<file path="src/include/pbist_pkg.sv">
// Shared constants, register map and types of the packet self-test block
package pbist_pkg;
  // Register indices; byte address is four times the index
  localparam logic [5:0] IDX_CTRL     = 6'h16;
  localparam logic [5:0] IDX_ERRCNT   = 6'h1B;
  localparam logic [5:0] IDX_PKTLEN   = 6'h1C;
  localparam logic [5:0] IDX_GAPLEN   = 6'h1D;
  localparam logic [5:0] IDX_IRQ_STAT = 6'h1E;
  localparam logic [5:0] IDX_IRQ_MASK = 6'h1F;
  // Control/status register fields
  localparam int CTL_LOOP_LSB = 0;
  localparam int CTL_LOOP_W   = 5;
  localparam int CTL_BUSY     = 9;
  localparam int CTL_SYNCLOST = 10;
  localparam int CTL_LOCK     = 11;
  localparam int CTL_BIGPKT   = 12;
  localparam int CTL_ONEPKT   = 13;
  localparam int CTL_SINGLE   = 14;
  localparam int CTL_ENABLE   = 15;
  localparam logic [15:0] CTL_WR_MASK = 16'hF01F;
  // Reset values
  localparam logic [15:0] CTRL_RST   = 16'h0000;
  localparam logic [15:0] PKTLEN_RST = 16'h0040;
  localparam logic [15:0] GAPLEN_RST = 16'h000C;
  localparam logic [3:0]  MASK_RST   = 4'h0;
  localparam logic [14:0] SEED       = 15'h7FFF;
  // Single packet lengths and payload
  localparam logic [15:0] ONEPKT_SHORT = 16'h0040;
  localparam logic [15:0] ONEPKT_LONG  = 16'h05EE;
  localparam logic [7:0]  ONEPKT_BYTE  = 8'h55;
  // Interrupt status bits
  localparam int IRQ_LOCK     = 0;
  localparam int IRQ_SYNCLOST = 1;
  localparam int IRQ_CNTMAX   = 2;
  localparam int IRQ_PKTDONE  = 3;
  localparam int IRQ_W        = 4;
  localparam logic [15:0] CNT_MAX = 16'hFFFF;

  // One byte of the data path with its valid qualifier
  typedef struct packed {
    logic       valid;
    logic [7:0] data;
  } pbist_byte_t;

  // Generator states, Gray coded along idle-packet-gap
  typedef enum logic [1:0] {
    GEN_IDLE = 2'b00,
    GEN_PKT  = 2'b01,
    GEN_GAP  = 2'b11,
    GEN_DONE = 2'b10
  } pbist_gen_t;
endpackage : pbist_pkg

</file>
<file path="src/hdl/pbist_core.sv">
// Packet self-test generator, checker and APB register file
//
// Added by the designer: the APB register port.
`timescale 1ns/1ps
module pbist_core
  import pbist_pkg::*;
#(
  parameter int SYNC_LOSS_N = 4,
  parameter int LOCK_N      = 4
) (
  input  wire logic        core_clk_i,
  input  wire logic        nrst_i,
  input  wire logic        ce_i,
  input  wire logic        psel_i,
  input  wire logic        penable_i,
  input  wire logic        pwrite_i,
  input  wire logic [7:0]  paddr_i,
  input  wire logic [31:0] pwdata_i,
  output logic      [31:0] prdata_o,
  output logic             pready_o,
  output logic             pslverr_o,
  output pbist_byte_t      tx_o,
  input  pbist_byte_t      rx_i,
  output logic [4:0]       loop_ctrl_o,
  output logic             irq_o
);

  // Refuse run lengths the 4-bit run counters cannot reach
  if (SYNC_LOSS_N < 1 || SYNC_LOSS_N > 15 || LOCK_N < 1 || LOCK_N > 15) begin : g_bad_param
    $error("pbist_core: SYNC_LOSS_N and LOCK_N must be 1..15");
  end

  // Eight serial steps of x^15+x^14+1; new bits enter at bit 0
  function automatic logic [14:0] lfsr8(input logic [14:0] s);
    logic [14:0] v;
    v = s;
    for (int i = 0; i < 8; i++) begin
      v = {v[13:0], v[14] ^ v[13]};
    end
    return v;
  endfunction : lfsr8

  logic [15:0]       ctrl;
  logic [15:0]       pkt_len;
  logic [15:0]       gap_len;
  logic [15:0]       err_cnt;
  logic [IRQ_W-1:0]  irq_stat;
  logic [IRQ_W-1:0]  irq_mask;
  logic              en_d;
  pbist_gen_t        gen_st;
  logic [14:0]       gen_lfsr;
  logic [15:0]       gen_cnt;
  logic [14:0]       chk_lfsr;
  logic              chk_lock;
  logic              chk_lost;
  logic [3:0]        miss_run;
  logic [3:0]        hit_run;

  logic              acc;
  logic              wr;
  logic              rd;
  logic [5:0]        idx;
  logic              mapped;
  logic              enable;
  logic              start;
  logic              one_pkt;
  logic              single_cnt;
  logic [15:0]       next_len;
  logic [14:0]       gen_next;
  logic [14:0]       chk_pred;
  logic              chk_match;
  logic              chk_act;
  logic              cnt_hit;
  logic [IRQ_W-1:0]  irq_ev;

  // APB decode; the access completes in its second cycle
  assign acc    = psel_i & penable_i & ~pready_o;
  assign wr     = acc & pwrite_i;
  assign rd     = acc & ~pwrite_i;
  assign idx    = paddr_i[7:2];
  assign mapped = (paddr_i[1:0] == 2'b00) &&
                  (idx == IDX_CTRL || idx == IDX_ERRCNT || idx == IDX_PKTLEN ||
                   idx == IDX_GAPLEN || idx == IDX_IRQ_STAT || idx == IDX_IRQ_MASK);

  assign enable     = ctrl[CTL_ENABLE];
  assign start      = enable & ~en_d;
  assign one_pkt    = ctrl[CTL_ONEPKT];
  assign single_cnt = ctrl[CTL_SINGLE];
  assign gen_next   = lfsr8(gen_lfsr);
  assign chk_pred   = lfsr8(chk_lfsr);
  assign chk_match  = (chk_pred[7:0] == rx_i.data);
  assign chk_act    = ce_i & enable & ~one_pkt & rx_i.valid;
  assign cnt_hit    = chk_act & chk_lock & ~chk_match & (err_cnt == CNT_MAX);

  // Packet length: register value, or a fixed size for one packet
  always_comb begin
    if (one_pkt) begin
      next_len = ctrl[CTL_BIGPKT] ? ONEPKT_LONG : ONEPKT_SHORT;
    end else if (pkt_len == 16'h0000) begin
      next_len = 16'h0001;
    end else begin
      next_len = pkt_len;
    end
  end

  // APB handshake, read data and error answer
  always_ff @(posedge core_clk_i or negedge nrst_i) begin
    if (!nrst_i) begin
      pready_o  <= 1'b0;
      pslverr_o <= 1'b0;
      prdata_o  <= 32'h0000_0000;
    end else if (ce_i) begin
      pready_o  <= acc;
      pslverr_o <= acc & ~mapped;
      if (rd && !mapped) begin
        prdata_o <= 32'h0000_0000;                          // Refused address reads as zero
      end else if (rd) begin
        case (idx)
          IDX_CTRL:     prdata_o <= {16'h0000, ctrl[15:12], chk_lock, chk_lost,
                                     gen_st != GEN_IDLE && gen_st != GEN_DONE,
                                     ctrl[8:0]};
          IDX_ERRCNT:   prdata_o <= {16'h0000, err_cnt};
          IDX_PKTLEN:   prdata_o <= {16'h0000, pkt_len};
          IDX_GAPLEN:   prdata_o <= {16'h0000, gap_len};
          IDX_IRQ_STAT: prdata_o <= {28'h000_0000, irq_stat};
          IDX_IRQ_MASK: prdata_o <= {28'h000_0000, irq_mask};
          default:      prdata_o <= 32'h0000_0000;
        endcase
      end
    end
  end

  // Software writable registers
  always_ff @(posedge core_clk_i or negedge nrst_i) begin
    if (!nrst_i) begin
      ctrl     <= CTRL_RST;
      pkt_len  <= PKTLEN_RST;
      gap_len  <= GAPLEN_RST;
      irq_mask <= MASK_RST;
      en_d     <= 1'b0;
    end else if (ce_i) begin
      en_d <= enable;
      if (wr && paddr_i[1:0] == 2'b00) begin
        case (idx)
          IDX_CTRL:     ctrl     <= pwdata_i[15:0] & CTL_WR_MASK;
          IDX_PKTLEN:   pkt_len  <= pwdata_i[15:0];
          IDX_GAPLEN:   gap_len  <= pwdata_i[15:0];
          IDX_IRQ_MASK: irq_mask <= pwdata_i[IRQ_W-1:0];
          default:      ;
        endcase
      end
    end
  end

  // Loopback selection drives the data path muxes; all zero is external
  always_ff @(posedge core_clk_i or negedge nrst_i) begin
    if (!nrst_i) begin
      loop_ctrl_o <= 5'h00;
    end else if (ce_i) begin
      loop_ctrl_o <= ctrl[CTL_LOOP_LSB +: CTL_LOOP_W];
    end
  end

  // Generator sequencing: packet bytes then idle gap, or one packet then done
  always_ff @(posedge core_clk_i or negedge nrst_i) begin
    if (!nrst_i) begin
      gen_st   <= GEN_IDLE;
      gen_cnt  <= 16'h0000;
      gen_lfsr <= SEED;
      tx_o     <= '0;
    end else if (ce_i) begin
      if (!enable) begin
        gen_st   <= GEN_IDLE;
        gen_cnt  <= 16'h0000;
        tx_o     <= '0;
      end else begin
        case (gen_st)
          GEN_IDLE: begin
            gen_lfsr <= SEED;
            gen_cnt  <= next_len;
            gen_st   <= GEN_PKT;
            tx_o     <= '0;
          end
          GEN_PKT: begin
            tx_o.valid <= 1'b1;
            if (one_pkt) begin
              tx_o.data <= ONEPKT_BYTE;
            end else begin
              tx_o.data <= gen_next[7:0];
              gen_lfsr  <= gen_next;
            end
            if (gen_cnt == 16'h0001) begin
              gen_st  <= one_pkt ? GEN_DONE : GEN_GAP;
              gen_cnt <= (gap_len == 16'h0000) ? 16'h0001 : gap_len;
            end else begin
              gen_cnt <= gen_cnt - 16'h0001;
            end
          end
          GEN_GAP: begin
            tx_o <= '0;
            if (gen_cnt == 16'h0001) begin
              gen_st  <= GEN_PKT;
              gen_cnt <= next_len;
            end else begin
              gen_cnt <= gen_cnt - 16'h0001;
            end
          end
          GEN_DONE: begin
            tx_o <= '0;
          end
          default: begin
            gen_st <= GEN_IDLE;
            tx_o   <= '0;
          end
        endcase
      end
    end
  end

  // Checker: free-running prediction when locked, reseed when not
  always_ff @(posedge core_clk_i or negedge nrst_i) begin
    if (!nrst_i) begin
      chk_lfsr <= SEED;
      chk_lock <= 1'b0;
      chk_lost <= 1'b0;
      miss_run <= 4'h0;
      hit_run  <= 4'h0;
    end else if (ce_i) begin
      if (start) begin
        chk_lock <= 1'b0;
        chk_lost <= 1'b0;
        miss_run <= 4'h0;
        hit_run  <= 4'h0;
      end else if (chk_act) begin
        if (chk_lock) begin
          chk_lfsr <= chk_pred;
          if (chk_match) begin
            miss_run <= 4'h0;
          end else if (miss_run == 4'(SYNC_LOSS_N - 1)) begin
            chk_lock <= 1'b0;
            chk_lost <= 1'b1;
            hit_run  <= 4'h0;
            miss_run <= 4'h0;
          end else begin
            miss_run <= miss_run + 4'h1;
          end
        end else begin
          chk_lfsr <= {chk_lfsr[6:0], rx_i.data};
          if (!chk_match) begin
            hit_run <= 4'h0;
          end else if (hit_run == 4'(LOCK_N - 1)) begin
            chk_lock <= 1'b1;
            chk_lost <= 1'b0;
            hit_run  <= 4'h0;
          end else begin
            hit_run <= hit_run + 4'h1;
          end
        end
      end
    end
  end

  // Error byte counter, cleared when a test starts
  always_ff @(posedge core_clk_i or negedge nrst_i) begin
    if (!nrst_i) begin
      err_cnt <= 16'h0000;
    end else if (ce_i) begin
      if (start) begin
        err_cnt <= 16'h0000;
      end else if (chk_act && chk_lock && !chk_match) begin
        if (err_cnt != CNT_MAX) begin
          err_cnt <= err_cnt + 16'h0001;
        end else if (!single_cnt) begin
          err_cnt <= 16'h0000;
        end else begin
          err_cnt <= err_cnt;
        end
      end
    end
  end

  // Events that raise interrupt status
  always_comb begin
    irq_ev               = '0;
    irq_ev[IRQ_LOCK]     = chk_act & ~chk_lock & chk_match & (hit_run == 4'(LOCK_N - 1));
    irq_ev[IRQ_SYNCLOST] = chk_act & chk_lock & ~chk_match & (miss_run == 4'(SYNC_LOSS_N - 1));
    irq_ev[IRQ_CNTMAX]   = cnt_hit;
    irq_ev[IRQ_PKTDONE]  = ce_i & enable & (gen_st == GEN_PKT) & one_pkt & (gen_cnt == 16'h0001);
  end

  // Sticky status bits; a read clears, a same-cycle event wins
  for (genvar b = 0; b < IRQ_W; b++) begin : g_irq
    always_ff @(posedge core_clk_i or negedge nrst_i) begin
      if (!nrst_i) begin
        irq_stat[b] <= 1'b0;
      end else if (ce_i) begin
        if (irq_ev[b]) begin
          irq_stat[b] <= 1'b1;
        end else if (rd && paddr_i[1:0] == 2'b00 && idx == IDX_IRQ_STAT) begin
          irq_stat[b] <= 1'b0;
        end
      end
    end
  end

  // Interrupt line from registered status and mask
  always_ff @(posedge core_clk_i or negedge nrst_i) begin
    if (!nrst_i) begin
      irq_o <= 1'b0;
    end else if (ce_i) begin
      irq_o <= |(irq_stat & irq_mask);
    end
  end

endmodule : pbist_core

</file>
<file path="config.mk">
export PLATFORM = sky130hd
export DESIGN_NAME = pbist_core
export DESIGN_NICKNAME = d
export VERILOG_FILES = /design/src/include/pbist_pkg.sv /design/src/hdl/pbist_core.sv
export SDC_FILE = /design/constraint.sdc
export NUM_CORES = 1
export LEC_CHECK = 0
export ABC_AREA = 0
export BUFFER_PORTS_ARGS = -buffer_cell sky130_fd_sc_hd__buf_2
export CORE_ASPECT_RATIO = 2
export CORE_UTILIZATION = 30
export CTS_CLUSTER_SIZE = 28
export DETAILED_ROUTE_END_ITERATION = 12
export SLEW_MARGIN = 10
export SYNTH_ARGS = -nofsm -noshare
export SYNTH_HDL_FRONTEND = slang
export SYNTH_SLANG_ARGS = --single-unit
</file>
<file path="constraint.sdc">
create_clock -name core_clk_i -period 2.15 [get_ports core_clk_i]
set_input_delay 0.1075 -clock core_clk_i [delete_from_list [all_inputs] [get_ports core_clk_i]]
set_output_delay 0.1075 -clock core_clk_i [all_outputs]
set_load 0.02 [all_outputs]
</file>
# After elaboration in Yosys (flattened, before gate mapping)
# Cells that the tools add are included.
# classes
add_sub_neg	4
n_eq_ne	23
mux	57
bitwise_logic	44
reduce_logical	52
# op_table
op	n
2-to-1 mux 16 bit	10
one-hot mux 16 bit (6 select lines)	1
2-to-1 mux 32 bit	2
2-to-1 mux 4 bit	12
one-hot mux 16 bit (3 select lines)	1
equality test 6 x 5 -> 1 bit, second input constant	6
zero test 16 bit	2
one-hot mux 15 bit (2 select lines)	1
AND reduction 3 bit	7
2-to-1 mux 1 bit	20
nonzero test 2 bit	10
AND 1 bit	19
one-hot mux 9 bit (2 select lines)	1
adder 16 x 1 -> 16 bit, second input constant	1
equality test 16 x 1 -> 1 bit, second input constant	1
equality test 16 bit, second input constant	1
2-to-1 mux 8 bit	2
inequality test 16 bit, second input constant	1
subtractor 16 x 1 -> 16 bit, second input constant	1
XOR 1 bit	16
2-to-1 mux 15 bit	1
AND reduction 2 bit	7
AND reduction 4 bit	3
2-to-1 mux 11 bit	1
other kinds (22)	53
# word_totals
regBits	173
input_bits	55
out_inout_bits	49
word_cells	205

# Depth between registers and ports, before layout
# Gate-level depths: netlist (run 1).
# logic_depth
depth_word	11
ltp_mapped	9
ltp_nobuf	8

# Worst setup path after synthesis (run 1)
# OpenSTA, ideal clock, no wires.
# synth_timing
path_kind	register to register
from	register gen_cnt[6]
to	register gen_cnt[0]
setup_ns	0.122
arrival_time_ns	2.082
required_ns	2.028
setup_slack_ns	-0.053
stages_incl_launch_ff	6
n_path_buf	0
period_less_slack_ns	2.203
cell_sequence	dfrtp_1 or4_4 nand2b_4 or3_4 or3_1 a32o_1
# synth_via
elab_chain_cells	4
elab_cells_between_ends	5
classes_between	eq/ne: 1; mux: 4
# synth_lines
item	line	text
start, declared	pbist_core.sv:52	logic [15:0] gen_cnt;
start signal, assigned	pbist_core.sv:180	gen_cnt <= next_len;
start signal, assigned	pbist_core.sv:194	gen_cnt <= (gap_len == 16'h0000) ? 16'h0001 : gap_len;
start signal, assigned	pbist_core.sv:196	gen_cnt <= gen_cnt - 16'h0001;
equality test 16 x 1 -> 1 bit (*)	pbist_core.sv:192, pbist_core.sv:201	
2-to-1 mux 16 bit (on tied branches)	pbist_core.sv:201, pbist_core.sv:192	
one-hot mux 16 bit (3 select lines) (*)	pbist_core.sv:177	case (gen_st)
2-to-1 mux 16 bit (*)	pbist_core.sv:172	if (!enable) begin
# Every way passes the cells marked *; elsewhere a longest branch is shown, timed or not.
# A chain may end at the register's enable or synchronous reset.

# Worst setup path after layout (run 1)
# layout_timing
from	register gen_cnt[4]
to	register gen_cnt[0]
# Same word-level chain as after synthesis.

==> results.yml, run 1 <==
clock_network:
  clock-root-buffer: "clkbuf_16"
  htreeDepth: 4
  max-clock-path-buffers: 2
  cts_tree: "done"
  clock_latency_ns: 0.44
  cts.clk_slew.worst_paths_ns: 0.07
  cts_sinks: 157
  cts_buffers: 17
final_layout:
  drive_gt1_frac: 0.3738
  diodes: 0
  area_growth_pct: 34.03
  ff_latch_area_um2: 3970
  finish.net_count: 1069
  fin_area_um2: 11020
  final_cells: 1370
  fillers: 2574
  multi_input_area_um2: 4278
floorplanning:
  io_pins: 104
  fp.dieW_um: 119.1
  die_h_um: 236.2
  fp.coreArea_um2: 26910
  start_util: 0.3057
  die-area_um2: 28120
  rows: 85
grt:
  grt_pass1_wl_um: 40740
  overflow: 0
  antenna_found_initial: 0
  gr-usage-all-layers: 0.1916
  grt_max_degree: 51
  grt_pass1_vias: 7572
synthesis:
  yosys-top-cells-area: "dfrtp_1 38%, dfstp_2 11%, mux2_2 8.4%"
  yosys.cell_count.top_type: "dfrtp_1"
  synth-edff-count: 0
  yosys_warnings: 0
  synth_area_um2: 8225
  synth_top_area_share: 0.3772
  yosys.area.top_type: "dfrtp_1"
  yosysSeqAreaShare: 0.4827
  async_flop_share: 1.000
  ys.flop_type: "dfrtp_1"
  ys_ff_latch: 157
  avgSynthCellArea_um2: 10.15
  syn_inst: 810
  synth.distinct_cells: 72
  synthTopCellsByCount: "124 x dfrtp_1, 83 x nand2_1, 61 x mux2_2"
critical_path:
  crit_type: "reg2reg"
  cp-start-kind: "flip-flop"
  reg2reg_setup_slack_ns: -0.07
  arrival_ns: 2.55
  reg2reg_depth: 5
  critPathLaunch: "gen_cnt[4]"
  cp-end-kind: "flip-flop"
  r2r_end: "gen_cnt[0]"
  critical_path_required_ns: 2.48
  r2r_start: "gen_cnt[4]"
  worstSetupEndpoint: "gen_cnt[0]"
  worstPathMaxFanout: 6
placed_design:
  placed_cell_area_um2: 9736
  portBuffers: 71
  gp_congestion: 0.9027
  dp.cells: 1304
  post-dp-hpwl_um: 20140
detailed_routing:
  postRouteAntennaNets: 0
  first_pass_iters: 5
  vias_per_cell: 5.315
  via_count: 7281
  routed_wl_um: 26650
  drc: 0
  wire_per_inst_um: 19.45
  drt_iter0_markers: 362
timing:
  setup_viol: 9
  period_share: 1.032
  slew_headroom: 0.5649
  fin_worst_skew_ns: 0.009457
  rsz0062_at_grt: "yes"
  drv_slew: 0
  hold_violations: 0
  fmax_ghz: 0.4506
  setup_ws_ns: -0.06910
  min_period_ns: 2.219
  tightest_slew_ns: 0.6519
worst_hold_path:
  hold_path_class: "in2reg"
run:
  drv_cap: 0
power_and_ir_drop:
  clkPwrFrac: 0.469
  swShare: 0.2461
  power.switching_uw: 1662
  pwr-share-comb: 0.077
  seq_power_share: 0.454
  leakage_uw: 0.005102
  intPower_uw: 5094
  vdd_drop_max_uv: 374.4
  powerDensity_nw_per_um2: 612.8
outcome:
  failed_checks: "setup timing"
  status: "finished, violations left"
[sequential cells by signal (all words and copies together), names as in the netlist, 5 cells and up]
name / count
prdata_o: 16
tx_o: 9
err_cnt: 16
ctrl: 9
pkt_len: 16
gen_cnt: 16
chk_lfsr: 15
loop_ctrl_o: 5
gap_len: 16
gen_lfsr: 15
[per-stage QoR]
stage / total power (µW) / setup TNS (ns) / hold slack [ns] / utilization / setup WS, ns
final: 6756 / -0.2473 / 0.007162 / 0.4097 / -0.06910
after global routing: 6961 / -1.663 / 0.007051 / 0.4097 / -0.1323
after CTS: 6786 / -0.4117 / 0.005698 / 0.3973 / -0.06642
after detailed placement: 3580 / -0.9087 / 0.06249 / 0.3618 / -0.07477
after global placement: 3575 / -0.6813 / 0.06028 / 0.3618 / -0.07091
after floorplan: 3356 / -0.01527 / -0.1881 / - / -0.01360
[metal layers]
metal | vias up | part of all wire | track usage
met4 | 0 | 0.071 | 0.1320
met3 | 106 | 0.030 | 0.02877
met2 | 240 | 0.56 | 0.3717
li1 | 3351 | - | -
met1 | 3584 | 0.34 | 0.1783
met5 | - | 0 | 0
[cells by family (layout without fill, tap and decap cells)]
group / Yosys count / count (layout) / synth area share
simple gates: 248 / 248 / 0.1501
compound gates: 218 / 218 / 0.1821
flops: 157 / 157 / 0.4827
buf+inv: 75 / 272 / 0.04411
mux: 71 / 71 / 0.09568
xor+xnor: 35 / 35 / 0.03727
fa+ha+maj: 5 / 5 / 0.007606
other cells: 1 / 16 / 0.0004559
[power by group through the flow]
stage,Clock [µW],Sequential (µW),Combinational (µW)
floorplan,0,3110,246
global placement,0,3120,458
detailed placement,0,3120,462
CTS,3210,3070,506
global route,3320,3070,566
finish,3170,3070,519
[critical path, stage by stage (launching register included)]
cell and delay (ns):
dfrtp_1 0.38, or4_4 0.56, nand2b_4 0.19, or3_4 0.38, or3_1 0.35, a32o_1 0.25
[cells in the final DEF, fill, tap and decap left out, types with 9 or more instances in the layout]
cell,n
a21o_1,12
a21oi_1,36
a31oi_1,12
buf_2,71
buf_4,105
buf_6,15
clkbuf_16,18
conb_1,16
dfrtp_1,124
dfstp_2,33
dlygate4sd3_1,24
inv_1,20
mux2_2,61
mux2i_1,10
nand2_1,82
nand3_1,17
nand4_1,9
nor2_1,54
nor3_1,11
nor4_1,12
o21ai_0,47
o22a_1,13
o2bb2ai_1,9
xnor2_1,14
xor2_1,16
[area by class of cell]
cell class / instances / share of cell area
Timing Repair Buffer: 220 / 0.1504
Clock buffer: 20 / 0.04052
Multi-Input combinational cell: 593 / 0.3880
Tap cell: 348 / 0.03950
Inverter: 20 / 0.006810
Clock inverter: 12 / 0.01464
Sequential cell: 157 / 0.3601
[how the worst min path moves through the flow]
stage	startpoint	cells after the start	slack [ns]	to
4_1_cts	rx_i[2]	3	0.006	chk_lfsr[2]
3_3_place_gp	nrst_i	1	0.06	prdata_o[2]
2_1_floorplan	nrst_i	0	-0.19	chk_lock
5_1_grt	pwdata_i[1]	2	0.007	gap_len[1]
6_report	rx_i[2]	3	0.007	chk_lfsr[2]
3_5_place_dp	nrst_i	1	0.06	err_cnt[6]
[what timing repair did]
| action | CTS | global route |
|---|---|---|
| endpoints found under the hold margin | 88 | 0 |
| cloned | 0 | 2 |
| setup buffers | 6 | 4 |
| pin swaps | 8 | 20 |
| hold buffers | 24 | 0 |
| resized for setup | 13 | 56 |
| endpoints found under the setup margin | 26 | 43 |
(Power assumes the default switching activity.)
==> run 2, diff against run 1 <==
ABC_AREA = 1   (was 0)
clock period = 2.2 ns   (was 2.15 ns; I/O delays follow)
==> results.yml, run 2 <==
outcome:
  status: "finished, final reports clean"
detailed_routing:
  postRouteAntennaNets: 0
  routed_wl_um: 27650
  drt_iter0_markers: 421
  vias_per_cell: 4.936
  wire_per_inst_um: 17.12
  via_count: 7972
  first_pass_iters: 5
  drc: 0
timing:
  setup_viol: 0
  fmax_ghz: 0.4849
  fin_worst_skew_ns: 0.009647
  finalSetupTns_ns: 0
  setup_ws_ns: 0.1379
  rsz0062_at_grt: "no"
  period_share: 0.9373
  drv_slew: 0
  min_period_ns: 2.062
  hold_violations: 0
  slew_headroom: 0.5237
  tightest_slew_ns: 0.7070
critical_path:
  arrival_ns: 2.41
  r2r_start: "gen_cnt[1]"
  crit_family: "simple AND/OR/NAND/NOR gates"
  worstPathCellList: "inv_1 > ha_1 > inv_1 > nor2_1 > nand4_2 > nor2_8 > nand2_4 > nor2_4 > nand2_1 > o21ai_0 > nand3b_1 > nand2_1"
  cpMaxStageDelayCell: "dfrtp_1"
  crit_buf_inv: 2
  cp-start-kind: "flip-flop"
  worstPathMaxFanout: 8
  reg2reg_setup_slack_ns: 0.14
  max_stage_delay_ns: 0.36
  cp-end-kind: "flip-flop"
  crit_type: "reg2reg"
  reg2reg_depth: 12
  r2r_end: "gen_cnt[11]"
  critical_path_required_ns: 2.55
synthesis:
  async_flop_share: 1.000
  yosys-top-cells-area: "dfrtp_1 36%, nand2_1 14%, dfstp_2 10%"
  synthTopCellsByCount: "314 x nand2_1, 136 x inv_1, 124 x dfrtp_1"
  yosysSeqAreaShare: 0.4579
  syn_inst: 1129
  yosys.area.top_type: "dfrtp_1"
  yosys.cell_count.top_type: "nand2_1"
  synth_top_area_share: 0.3579
  avgSynthCellArea_um2: 7.679
  ys_ff_latch: 157
  yosys_warnings: 0
  synth.distinct_cells: 48
  synth-edff-count: 0
  ys.flop_type: "dfrtp_1"
  synth_area_um2: 8670
floorplanning:
  start_util: 0.3063
  die-area_um2: 29620
  fp.dieW_um: 122.2
  io_pins: 104
  rows: 87
  die_h_um: 242.4
  fp.coreArea_um2: 28300
grt:
  grt_pass1_wl_um: 43470
  gr-usage-all-layers: 0.1970
  overflow: 0
  grt_max_degree: 58
  antenna_found_initial: 0
  grt_pass1_vias: 8069
power_and_ir_drop:
  vdd_drop_max_uv: 505.2
  powerDensity_nw_per_um2: 612.1
  p_total_uw: 6354
  leakage_uw: 0.005225
placed_design:
  preCtsSetupSlack_ns: 0.1372
  portBuffers: 71
  post-dp-hpwl_um: 21730
  gp_congestion: 0.9653
  dp.cells: 1566
final_layout:
  mostFrequentLayoutCell: "nand2_1"
  final_core_util: 0.3668
  fillers: 3036
  final_cell_mix: "314 x nand2_1, 135 x inv_1, 124 x dfrtp_1"
  finish.net_count: 1306
  area_growth_pct: 19.73
  drive_gt1_frac: 0.1795
  final_cells: 1615
  diodes: 0
clock_network:
  cts_buffers: 17
  clock-root-buffer: "clkbuf_16"
  cts_tree: "done"
  htreeDepth: 4
  max-clock-path-buffers: 2
  post-cts-setup-buffers: 0
  cts.clk_slew.worst_paths_ns: 0.07
  clock_latency_ns: 0.45
  cts_sinks: 157
worst_hold_path:
  hold_path_end: "pready_o"
  hold_depth: 3
  worstHoldStart: "psel_i"
  hold_path_class: "in2reg"
run:
  drv_cap: 0
run 2: cell count changes in the layout (fill, tap and decap cells not counted), moves of 17 or more:
cell / previous run / this run
nand3_1: 17 / 71
mux2_2: 61 / 0
nor2_1: 54 / 73
nand2_1: 82 / 314
o21ai_0: 47 / 121
inv_1: 20 / 135
buf_4: 105 / 41
a21oi_1: 36 / 19
run 2: worst max-delay path by stage:
| stage | from | endpoint | cells after the start |
|---|---|---|---|
| after floorplan | err_cnt[0] | err_cnt[11] | 13 |
| after global placement | gen_cnt[1] | gen_cnt[10] | 11 |
| after detailed placement | chk_lfsr[9] | chk_lock | 11 |
| after CTS | chk_lfsr[9] | chk_lock | 11 |
| after global routing | gen_cnt[1] | gen_cnt[9] | 12 |
| final | gen_cnt[1] | gen_cnt[11] | 12 |
run 2: worst register-to-register path, cell delays in order (launching register included):
cell	delay, ns
dfrtp_1	0.36
inv_1	0.12
ha_1	0.26
inv_1	0.06
nor2_1	0.11
nand4_2	0.18
nor2_8	0.22
nand2_4	0.10
nor2_4	0.21
nand2_1	0.07
o21ai_0	0.09
nand3b_1	0.13
nand2_1	0.05
run 2: cell families (layout without fill, tap and decap cells):
logic type,Yosys count,after routing,share of synthesized area
adders and majority gates,5,5,0.007216
xor gates and xnor gates,24,24,0.02425
buffers and inverters,192,307,0.09467
DFF,157,157,0.4579
and+or+nand+nor,547,547,0.2832
AOI/OAI and AO/OA,203,203,0.1323
other,1,16,0.0004325
run 2: area by class of cell:
cell class / count / area (µm²) / share of cell area
flip-flops and latches: 157 / 3970 / 0.3825
repair buffers: 131 / 879.6 / 0.08474
well taps: 356 / 445.4 / 0.04291
inverters: 144 / 540.5 / 0.05207
clock buffers: 19 / 475.5 / 0.04581
multi-input cells: 795 / 3938 / 0.3793
clock inverters: 13 / 131.4 / 0.01266
run 2: where the power goes:
group	total (µW)	switching, µW	internal (µW)
clock	3060	1420	1650
sequential	2920	14.2	2910
combinational	370	253	117
run 2: per-layer routing:
layer  track usage  share of wire  vias to the layer above
li1              -              -                     3878
met1        0.1808           0.33                     3743
met5             0              0                        -
met4        0.1625          0.086                        0
met3       0.03555          0.035                      111
met2        0.3630           0.55                      240
run 2: metrics by stage:
step,cell area (µm²),hold slack (ns)
floorplan,8726,-0.1856
global placement,9600,0.1379
detailed placement,9600,0.1304
CTS,10380,0.004953
global route,10380,0.03239
finish,10380,0.02047
run 2: what timing repair did:
item,4_1_cts,5_1_grt
gates resized for setup,0,2
endpoints found under the setup margin,0,3
hold buffers,17,0
endpoints found under the hold margin,74,0
